===== src/rtl/twg_defines.svh =====
`ifndef TWG_DEFINES_SVH
`define TWG_DEFINES_SVH

// ------------------------------------------------------------
// Special-function addresses
// ------------------------------------------------------------
`define TWG_ADDR_KEY         8'hC7
`define TWG_ADDR_PWR_MON     8'hA3
`define TWG_ADDR_CHIP_CTL    8'h9F
`define TWG_ADDR_PROG_TRIG   8'hA4
`define TWG_ADDR_WDOG_CTL0   8'hD8
`define TWG_ADDR_WDOG_CTL1   8'hAB

// ------------------------------------------------------------
// Key values and reset values
// ------------------------------------------------------------
`define TWG_KEY_FIRST        8'hAA
`define TWG_KEY_SECOND       8'h55
`define TWG_KEY_RESET        8'hFF
`define TWG_PROT_RESET       8'h00
`define TWG_READ_NONE        8'h00

// ------------------------------------------------------------
// Timing in machine cycles, clocks per machine cycle, protected register count
// ------------------------------------------------------------
`define TWG_KEY_WAIT_MC      3
`define TWG_WINDOW_MC        3
`define TWG_CLKS_PER_MC      4
`define TWG_NUM_PROT         5

`endif


===== src/rtl/twg_pkg.sv =====
package twg_pkg;

  // ------------------------------------------------------------
  // Bus request, protected register bank and guard state
  // ------------------------------------------------------------
  typedef struct packed {
    logic       wr;
    logic       rd;
    logic [7:0] addr;
    logic [7:0] wdata;
  } twg_sfr_req_t;

  typedef logic [4:0][7:0] twg_prot_bank_t;

  typedef enum logic [1:0] {
    TWG_IDLE  = 2'b00,
    TWG_ARMED = 2'b01,
    TWG_OPEN  = 2'b10
  } twg_state_t;

endpackage : twg_pkg


===== src/rtl/twg_mc_count.sv =====
`include "twg_defines.svh"

module twg_mc_count #(
  parameter int          WIDTH = 3,
  parameter logic [2:0]  LOAD  = 3'd3
) (
  input  wire logic clk,      // System clock
  input  wire logic rst_b,    // Synchronous reset, active low
  input  wire logic load,     // Restart the interval
  input  wire logic clear,    // Abandon the interval
  input  wire logic mc_tick,  // One pulse per machine cycle
  output logic      active_q  // Interval running
);

  logic [WIDTH-1:0] cnt_q;
  logic [WIDTH-1:0] cnt_d;

  if (WIDTH != 3) begin : g_bad_width
    $error("twg_mc_count: WIDTH must be 3");
  end

  always_comb begin
    cnt_d = cnt_q;
    if (clear) begin
      cnt_d = '0;
    end else if (load) begin
      cnt_d = LOAD;
    end else if (mc_tick && (cnt_q != '0)) begin
      cnt_d = cnt_q - 3'd1;
    end
  end

  always_ff @(posedge clk) begin
    if (!rst_b) begin
      cnt_q    <= '0;
      active_q <= 1'b0;
    end else begin
      cnt_q    <= cnt_d;
      active_q <= (cnt_d != '0);
    end
  end

endmodule : twg_mc_count


===== src/rtl/twg_guard.sv =====
//
// Contract
// - Key write AAH starts a three machine-cycle wait for 55H.
// - Window opens only if 55H follows AAH within three machine cycles.
// - Open window lasts three machine cycles, then closes by itself.
// - Protected writes take effect only while window open; otherwise discarded.
// - Reads of protected registers always return contents.
// - Several writes inside one window all succeed; later ones fail.
// - Protected set: A3H, 9FH, A4H, D8H, ABH.
// - Key register at C7H, eight bits, resets to all ones.
//
`include "twg_defines.svh"

module twg_guard
  import twg_pkg::*;
#(
  parameter int CLKS_PER_MC = `TWG_CLKS_PER_MC
) (
  input  wire logic        clk,           // 125 MHz system clock
  input  wire logic        rst_b,         // Synchronous reset, active low
  input  twg_sfr_req_t     sfr_req,       // Core SFR access, strobes one cycle
  output logic [7:0]       sfr_rdata_q,   // Read data, one cycle after rd
  output logic             sfr_hit_q,     // Last read hit a guarded address
  output twg_prot_bank_t   prot_regs_q,   // Protected register contents
  output logic             key_armed_q,   // Waiting for second key
  output logic             window_open_q  // Protected writes allowed
);

  // ------------------------------------------------------------
  // Elaboration checks
  // ------------------------------------------------------------
  if (CLKS_PER_MC < 1 || CLKS_PER_MC > 255) begin : g_bad_mc
    $error("twg_guard: CLKS_PER_MC out of range");
  end

  localparam logic [7:0] MC_LAST = 8'(CLKS_PER_MC - 1);
  localparam logic [7:0] PROT_ADDR [`TWG_NUM_PROT] = '{
    `TWG_ADDR_PWR_MON, `TWG_ADDR_CHIP_CTL, `TWG_ADDR_PROG_TRIG,
    `TWG_ADDR_WDOG_CTL0, `TWG_ADDR_WDOG_CTL1};

  // ------------------------------------------------------------
  // Machine-cycle tick
  // ------------------------------------------------------------
  logic [7:0] mc_div_q;
  logic       mc_tick;

  // Divider free-runs, so a write may land anywhere inside a machine cycle
  assign mc_tick = (mc_div_q == MC_LAST);

  always_ff @(posedge clk) begin
    if (!rst_b) begin
      mc_div_q <= 8'h00;
    end else if (mc_tick) begin
      mc_div_q <= 8'h00;
    end else begin
      mc_div_q <= mc_div_q + 8'h01;
    end
  end

  // ------------------------------------------------------------
  // Key register and sequence decode
  // ------------------------------------------------------------
  logic [7:0] key_q;
  logic       key_wr;
  logic       key_first;
  logic       key_second;
  logic       key_active;
  logic       win_active;
  twg_state_t state;

  assign key_wr     = sfr_req.wr && (sfr_req.addr == `TWG_ADDR_KEY);
  assign key_first  = key_wr && (sfr_req.wdata == `TWG_KEY_FIRST);
  assign key_second = key_wr && (sfr_req.wdata == `TWG_KEY_SECOND) && key_active;

  always_ff @(posedge clk) begin
    if (!rst_b) begin
      key_q <= `TWG_KEY_RESET;
    end else if (key_wr) begin
      key_q <= sfr_req.wdata;
    end
  end

  // Any other key write abandons a pending sequence
  twg_mc_count #(
    .WIDTH (3),
    .LOAD  (3'(`TWG_KEY_WAIT_MC))
  ) u_key_wait (
    .clk      (clk),
    .rst_b    (rst_b),
    .load     (key_first),
    .clear    (key_wr && !key_first),
    .mc_tick  (mc_tick),
    .active_q (key_active)
  );

  // Reloading on a fresh sequence restarts the full three cycles
  twg_mc_count #(
    .WIDTH (3),
    .LOAD  (3'(`TWG_WINDOW_MC))
  ) u_window (
    .clk      (clk),
    .rst_b    (rst_b),
    .load     (key_second),
    .clear    (1'b0),
    .mc_tick  (mc_tick),
    .active_q (win_active)
  );

  always_comb begin
    if (win_active) begin
      state = TWG_OPEN;
    end else if (key_active) begin
      state = TWG_ARMED;
    end else begin
      state = TWG_IDLE;
    end
  end

  always_ff @(posedge clk) begin
    if (!rst_b) begin
      key_armed_q   <= 1'b0;
      window_open_q <= 1'b0;
    end else begin
      case (state)
        TWG_OPEN: begin
          key_armed_q   <= 1'b0;
          window_open_q <= 1'b1;
        end
        TWG_ARMED: begin
          key_armed_q   <= 1'b1;
          window_open_q <= 1'b0;
        end
        default: begin
          key_armed_q   <= 1'b0;
          window_open_q <= 1'b0;
        end
      endcase
    end
  end

  // ------------------------------------------------------------
  // Protected registers
  // ------------------------------------------------------------
  logic [`TWG_NUM_PROT-1:0] prot_hit;

  for (genvar i = 0; i < `TWG_NUM_PROT; i++) begin : g_prot
    assign prot_hit[i] = (sfr_req.addr == PROT_ADDR[i]);

    always_ff @(posedge clk) begin
      if (!rst_b) begin
        prot_regs_q[i] <= `TWG_PROT_RESET;
      end else if (sfr_req.wr && prot_hit[i] && win_active) begin
        prot_regs_q[i] <= sfr_req.wdata;
      end
    end

    property p_prot_take;
      @(posedge clk) disable iff (!rst_b)
      (sfr_req.wr && prot_hit[i] && win_active) |=> (prot_regs_q[i] == $past(sfr_req.wdata));
    endproperty
    a_prot_take: assert property (p_prot_take) else $error("window write lost");

    property p_prot_block;
      @(posedge clk) disable iff (!rst_b)
      (sfr_req.wr && prot_hit[i] && !win_active) |=> $stable(prot_regs_q[i]);
    endproperty
    a_prot_block: assert property (p_prot_block) else $error("closed window write took");
  end

  // ------------------------------------------------------------
  // Read path
  // ------------------------------------------------------------
  logic [7:0] rd_mux;

  // Key register is write-only and reads as zero
  always_comb begin
    rd_mux = `TWG_READ_NONE;
    for (int j = 0; j < `TWG_NUM_PROT; j++) begin
      if (prot_hit[j]) begin
        rd_mux = prot_regs_q[j];
      end
    end
  end

  always_ff @(posedge clk) begin
    if (!rst_b) begin
      sfr_rdata_q <= `TWG_READ_NONE;
      sfr_hit_q   <= 1'b0;
    end else if (sfr_req.rd) begin
      sfr_rdata_q <= rd_mux;
      sfr_hit_q   <= |prot_hit;
    end
  end

  // ------------------------------------------------------------
  // Checks
  // ------------------------------------------------------------
  logic [9:0] open_len_q;

  always_ff @(posedge clk) begin
    if (!rst_b || !win_active || key_second) begin
      open_len_q <= 10'h000;
    end else begin
      open_len_q <= open_len_q + 10'h001;
    end
  end

  property p_key_arm;
    @(posedge clk) disable iff (!rst_b)
    key_first |=> key_active;
  endproperty
  a_key_arm: assert property (p_key_arm) else $error("first key did not arm");

  property p_open;
    @(posedge clk) disable iff (!rst_b)
    (key_wr && sfr_req.wdata == `TWG_KEY_SECOND && key_active) |=> win_active ##1 window_open_q;
  endproperty
  a_open: assert property (p_open) else $error("second key did not open");

  property p_no_open;
    @(posedge clk) disable iff (!rst_b)
    (key_wr && sfr_req.wdata == `TWG_KEY_SECOND && !key_active && !win_active) |=> !win_active;
  endproperty
  a_no_open: assert property (p_no_open) else $error("late key opened window");

  property p_win_len;
    @(posedge clk) disable iff (!rst_b)
    win_active |-> (open_len_q < 10'(3 * CLKS_PER_MC));
  endproperty
  a_win_len: assert property (p_win_len) else $error("window open too long");

  property p_win_min;
    @(posedge clk) disable iff (!rst_b)
    ($fell(win_active)) |-> ($past(open_len_q) >= 10'(2 * CLKS_PER_MC));
  endproperty
  a_win_min: assert property (p_win_min) else $error("window closed too early");

  property p_read;
    @(posedge clk) disable iff (!rst_b)
    (sfr_req.rd && |prot_hit) |=> (sfr_rdata_q == $past(rd_mux)) && sfr_hit_q;
  endproperty
  a_read: assert property (p_read) else $error("protected read wrong");

  property p_reset;
    @(posedge clk) disable iff (1'b0)
    !rst_b |=> !win_active && !key_active && (key_q == `TWG_KEY_RESET);
  endproperty
  a_reset: assert property (p_reset) else $error("reset left key state");

endmodule : twg_guard


===== config.mk =====
export PLATFORM = sky130hd
export DESIGN_NAME = twg_guard
export DESIGN_NICKNAME = d
export VERILOG_FILES = /design/src/rtl/twg_pkg.sv /design/src/rtl/twg_mc_count.sv /design/src/rtl/twg_guard.sv
export VERILOG_INCLUDE_DIRS = /design/src /design/src/rtl
export SDC_FILE = /design/constraint.sdc
export NUM_CORES = 1
export LEC_CHECK = 0
export ABC_CLOCK_PERIOD_IN_PS = 1700
export BUFFER_PORTS_ARGS = -buffer_cell sky130_fd_sc_hd__buf_2
export CAP_MARGIN = 20
export CELL_PAD_IN_SITES_DETAIL_PLACEMENT = 0
export CELL_PAD_IN_SITES_GLOBAL_PLACEMENT = 1
export CORE_MARGIN = 2
export CORE_UTILIZATION = 41
export CTS_BUF_LIST = sky130_fd_sc_hd__clkbuf_16
export DETAILED_ROUTE_END_ITERATION = 8
export PLACE_DENSITY_LB_ADDON = 0.1
export SLEW_MARGIN = 20
export SYNTH_ARGS = -nofsm -noshare
export SYNTH_HDL_FRONTEND = slang
export SYNTH_SLANG_ARGS = --single-unit

===== constraint.sdc =====
create_clock -name clk -period 1.7 [get_ports clk]
set_input_delay 0.17 -clock clk [delete_from_list [all_inputs] [get_ports clk]]
set_output_delay 0.17 -clock clk [all_outputs]
set_load 0.005 [all_outputs]

# Yosys cells after proc, flatten, opt, wreduce, memory -nomap -nowiden
# Index checks and enable logic that the tools add are counted.
# op_classes
addsub,3
n_eq_ne,11
n_mux,14
n_bitwise,1
n_reduce_logical,24
# ops
cell,count
$eq 8x8->1 const B,7
$mux 8,5
$logic_and 1x1->1,17
$mux 3,5
$reduce_bool 3->1,4
$add 8x1->8 const B,1
$eq 8x2->1 const B,1
$eq 8x7->1 const B,1
$sub 3x1->3 const B,2
$reduce_or 5->1,1
$mux 1,3
$eq 2x1->1 const B,1
$eq 2x2->1 const B,1
$mux 2,1
$reduce_or 2->1,1
$logic_not 1->1,1
$not 1->1,1
# word_totals
regBits,67
input_bits,20
out_inout_bits,51
word_cells,67

# Longest topological paths before layout
# logic_depth
depth_word,7
ltp_mapped,6
mapped_depth_nobuf,6

# By module
# Synthesis repeated with hierarchy kept, for this count alone.
# hier_totals
hier_cells,331
hier_area_um2,3066.7
# by_module_without_submodules
module,n_inst,cells_each,area_each_um2,seq_area_each_um2
twg_guard,1,281,2623.8,1181.1
twg_mc_count,2,25,221.5,80.1

# Worst setup path before layout
# Ideal clock, no wire load.
# synth_path
path_type,reg-to-reg
start,register mc_div_q[0]
end,register u_window.cnt_q[1]
setup_time_ns,0.070
arrival_time_ns,1.511
required_ns,1.630
slack_ns,0.119
path_stages_with_launch,6
n_path_buf,0
period_less_slack_ns,1.581
path_cell_list,dfxtp_1 ha_1 nor4b_4 o211ai_1 mux2_1 a21oi_1
# synth_between
elab_chain_len,4
# synth_lines
element,line,rtl
from (decl),twg_guard.sv:44,logic [7:0] mc_div_q;
from (signal assigned),twg_guard.sv:56,mc_div_q <= mc_div_q + 8'h01;
$eq 8x2->1,twg_guard.sv:48,assign mc_tick = (mc_div_q == MC_LAST);
$logic_and 1x1->1,twg_mc_count.sv:28,end else if (mc_tick && (cnt_q != '0)) begin
$mux 3,twg_mc_count.sv:28,
$mux 3,twg_mc_count.sv:26,end else if (load) begin
to (signal assigned),twg_mc_count.sv:38,cnt_q <= cnt_d;
to (decl),twg_mc_count.sv:15,logic [WIDTH-1:0] cnt_q;
# No other way between the ends.
# A chain may end at the register's enable or synchronous reset.

# Worst setup path after layout
# Same ends and word-level chain as after synthesis.

==> impl_metrics.py <==
metrics = {
    "synthesis": {
        "syn_inst": 315,
        "syn_area_um2": 3105,
        "synth-warning-count": 0,
        "async_flop_share_pct": 0,
        "synth_top_area_share_pct": 43.19,
        "ys.flop_type": "dfxtp_1",
        "yosysUniqueCellTypes": 51,
        "synth-seq-cells": 67,
        "seq_area_frac_synth_pct": 43.19,
        "yosys.cell_count.top_type": "dfxtp_1",
        "syn_nets": 340,
        "synthTopCellsByCount": "67 x dfxtp_1, 51 x nor2_1, 40 x mux2i_1",
        "synth.area.top_cells": "dfxtp_1 43%, mux2i_1 13%, nor2_1 6.2%",
        "syn_area_per_cell_um2": 9.859,
        "synth_top_cell_by_area": "dfxtp_1",
        "synth-edff-count": 0,
    },
    "cells_and_area": {
        "fin_cells": 508,
        "areaGrowthSynthToFinish_pct": 30.18,
        "drive_above_1_share_pct": 29.10,
        "fin_area_um2": 4043,
        "nNetsFinal": 429,
        "diodes": 0,
    },
    "pwr": {
        "peakVddDrop_uv": 479.3,
        "p_leak_nw": 1.759,
        "pwr-share-comb_pct": 5.8,
        "p_switching_uw": 833.3,
        "sequentialPowerShare_pct": 42.4,
        "intPower_mw": 2.950,
        "power.density_nw_per_um2": 935.9,
        "p_sw_share_pct": 22.02,
        "pwr-share-clk_pct": 51.8,
    },
    "run": {
        "drv_cap": 0,
    },
    "sta": {
        "fmax_ghz": 0.6217,
        "hold_viol": 0,
        "fin_crit_ns": 1.608,
        "maxSlewViolCount": 0,
        "slew_headroom_pct": 61.09,
        "period_share_pct": 94.62,
        "rsz0062_at_grt": "no",
        "tightestPinTransition_ns": 0.5756,
        "skew_ns": 0.005489,
        "finalSetupViolCount": 0,
    },
    "min_path": {
        "worstHoldStart": "sfr_req[6]",
        "hp-class": "input pin to register",
        "holdPathStages": 3,
    },
    "global_route": {
        "first_global_vias": 2860,
        "gr-total-overflow": 0,
        "grt_usage_pct": 22.08,
        "grt_antenna_before_repair": 0,
        "grt_max_degree": 47,
        "grt_pass1_wl_mm": 14.48,
    },
    "cts": {
        "clk_pin_slew_ns": 0.06,
        "cts-htree-levels": 3,
        "clk_latency_ns": 0.32,
        "cts_root_buf": "clkbuf_16",
        "ctsLongestPathBuffers": 2,
        "clock-sinks": 67,
        "hold_buffers": 0,
        "cts_made_buffers": 9,
        "cts_tree": "yes",
    },
    "setup_path": {
        "r2r_cells": 6,
        "path_delay_family": "flip-flops",
        "crit_path_start_kind": "register",
        "crit_path_cell_trace": "ha_2, nor4b_4, buf_4, o211ai_1, mux2_1, a21oi_1",
        "critPathArrivalTime_ns": 1.86,
        "path_max_fanout": 8,
        "crit_cells": 6,
        "cp_data_required_time_ns": 1.95,
        "max_stage_delay_ns": 0.35,
        "worst-path-buf-inv": 1,
        "path_class": "register to register",
        "reg2reg_slack_ns": 0.09,
        "cp_slowest_cell": "dfxtp_1",
        "cp-end-kind": "register",
        "crit_start": "mc_div_q[0]",
        "rr_startpoint": "mc_div_q[0]",
    },
    "drt": {
        "wl_mm": 8.878,
        "drc_errors": 0,
        "wl_per_cell_um": 17.48,
        "first_iter_violations": 113,
        "vias": 2839,
        "via_per_inst": 5.589,
        "drt_first_pass_iters": 4,
        "ant_nets": 0,
    },
    "floorplanning": {
        "floorplan.initialDensity_pct": 42.59,
        "die_area_um2": 8286,
        "die_w_um": 91.03,
        "ios": 71,
        "rows": 31,
        "core_um2": 7292,
        "die-height_um": 91.03,
    },
    "placed_design": {
        "dp_hpwl_mm": 6.262,
        "portBuffers": 70,
        "gp_congestion": 0.8226,
        "place_inst": 490,
        "postPlaceCellArea_um2": 3704,
    },
    "outcome": {
        "status": "finished, final reports clean",
    },
}
## timing repair
action	CTS	global route
cloned	0	0
gates resized for setup	0	2
setup buffers	2	0
setup endpoints to repair	5	2
pin swaps	0	1
## cell type report
type / instances / area, um2
Clock buffer: 9 / 225.2
Clock inverter: 7 / 91.34
Fill cell: 747 / 3249
Inverter: 10 / 37.54
Multi-Input combinational cell: 226 / 1685
Sequential cell: 67 / 1341
Tap cell: 99 / 123.9
Timing Repair Buffer: 90 / 538.0
## power groups by stage
stage | logic [mW] | clock network (mW) | registers [mW]
finish | 0.221 | 1.96 | 1.60
global route | 0.244 | 2.06 | 1.60
CTS | 0.222 | 1.99 | 1.60
detailed placement | 0.216 | 0 | 1.64
global placement | 0.214 | 0 | 1.64
floorplan | 0.107 | 0 | 1.63
## path summary, 6_finish.rpt
kind | endpoint
worst max-delay path | u_window.cnt_q[1]
worst min-delay path | prot_regs_q[6]
worst max register to register | u_window.cnt_q[1]
worst min register to register | mc_div_q[0]
## cell usage in the layout (no fill, tap or decap), drive strengths merged, types with 3 or more instances in the layout
cell type / instances
buf: 90
dfxtp: 67
nor2: 51
mux2i: 40
a221oi: 16
o21ai: 11
inv: 10
nand2: 9
clkbuf: 9
o22ai: 8
o32ai: 8
and3: 7
xnor2: 6
nor4: 6
nand2b: 5
nand3: 5
a31oi: 5
ha: 5
nor3: 5
nand4: 4
nor4b: 4
and2: 3
clkinv: 3
o211ai: 3
## state kept, by name, summed over array words and instances (netlist names)
register and flops:
u_key_wait.active_q 1, prot_regs_q 40, sfr_rdata_q 8, mc_div_q 8, u_key_wait.cnt_q 3, window_open_q 1
u_window.cnt_q 3, sfr_hit_q 1, key_armed_q 1, u_window.active_q 1
## worst register-to-register path: stages (launching register included)
cell and delay (ns):
dfxtp_1 0.35, ha_2 0.20, nor4b_4 0.18, buf_4 0.19
o211ai_1 0.15, mux2_1 0.34, a21oi_1 0.13
## metrics by stage
stage	setup TNS, ns	total power [mW]	hold WS, ns	worst slack [ns]	util, %
after global routing	0	3.912	0.2007	0.0004183	55.44
final	0	3.784	0.1897	0.09154	55.44
after CTS	0	3.814	0.1873	0.08253	55.34
after detailed placement	-0.1245	1.853	0.4406	-0.08744	50.79
after floorplan	0	1.741	0.3083	0.1190	-
after global placement	-0.05639	1.851	0.4293	-0.05639	50.79
## per-layer routing
metal	track usage [%]	vias to the layer above	routed length (um)
li1	-	1367	-
met1	27.88	1353	3954
met2	35.62	95	4181
met3	4.979	24	465
met4	10.61	0	277
met5	0	-	0
## cell families (layout without fill, tap and decap cells)
group / count (synthesis) / count (layout) / share of synthesized area (%)
AO/OA/AOI/OAI: 59 / 59 / 13.86
multiplexers: 42 / 42 / 13.62
flip-flops: 67 / 67 / 43.19
adder cells (fa/ha/maj): 5 / 5 / 2.015
XOR/XNOR: 8 / 8 / 2.256
buffers and inverters: 22 / 116 / 2.780
AND/OR/NAND/NOR: 112 / 112 / 22.28
Power figures use the tool's default switching activity.
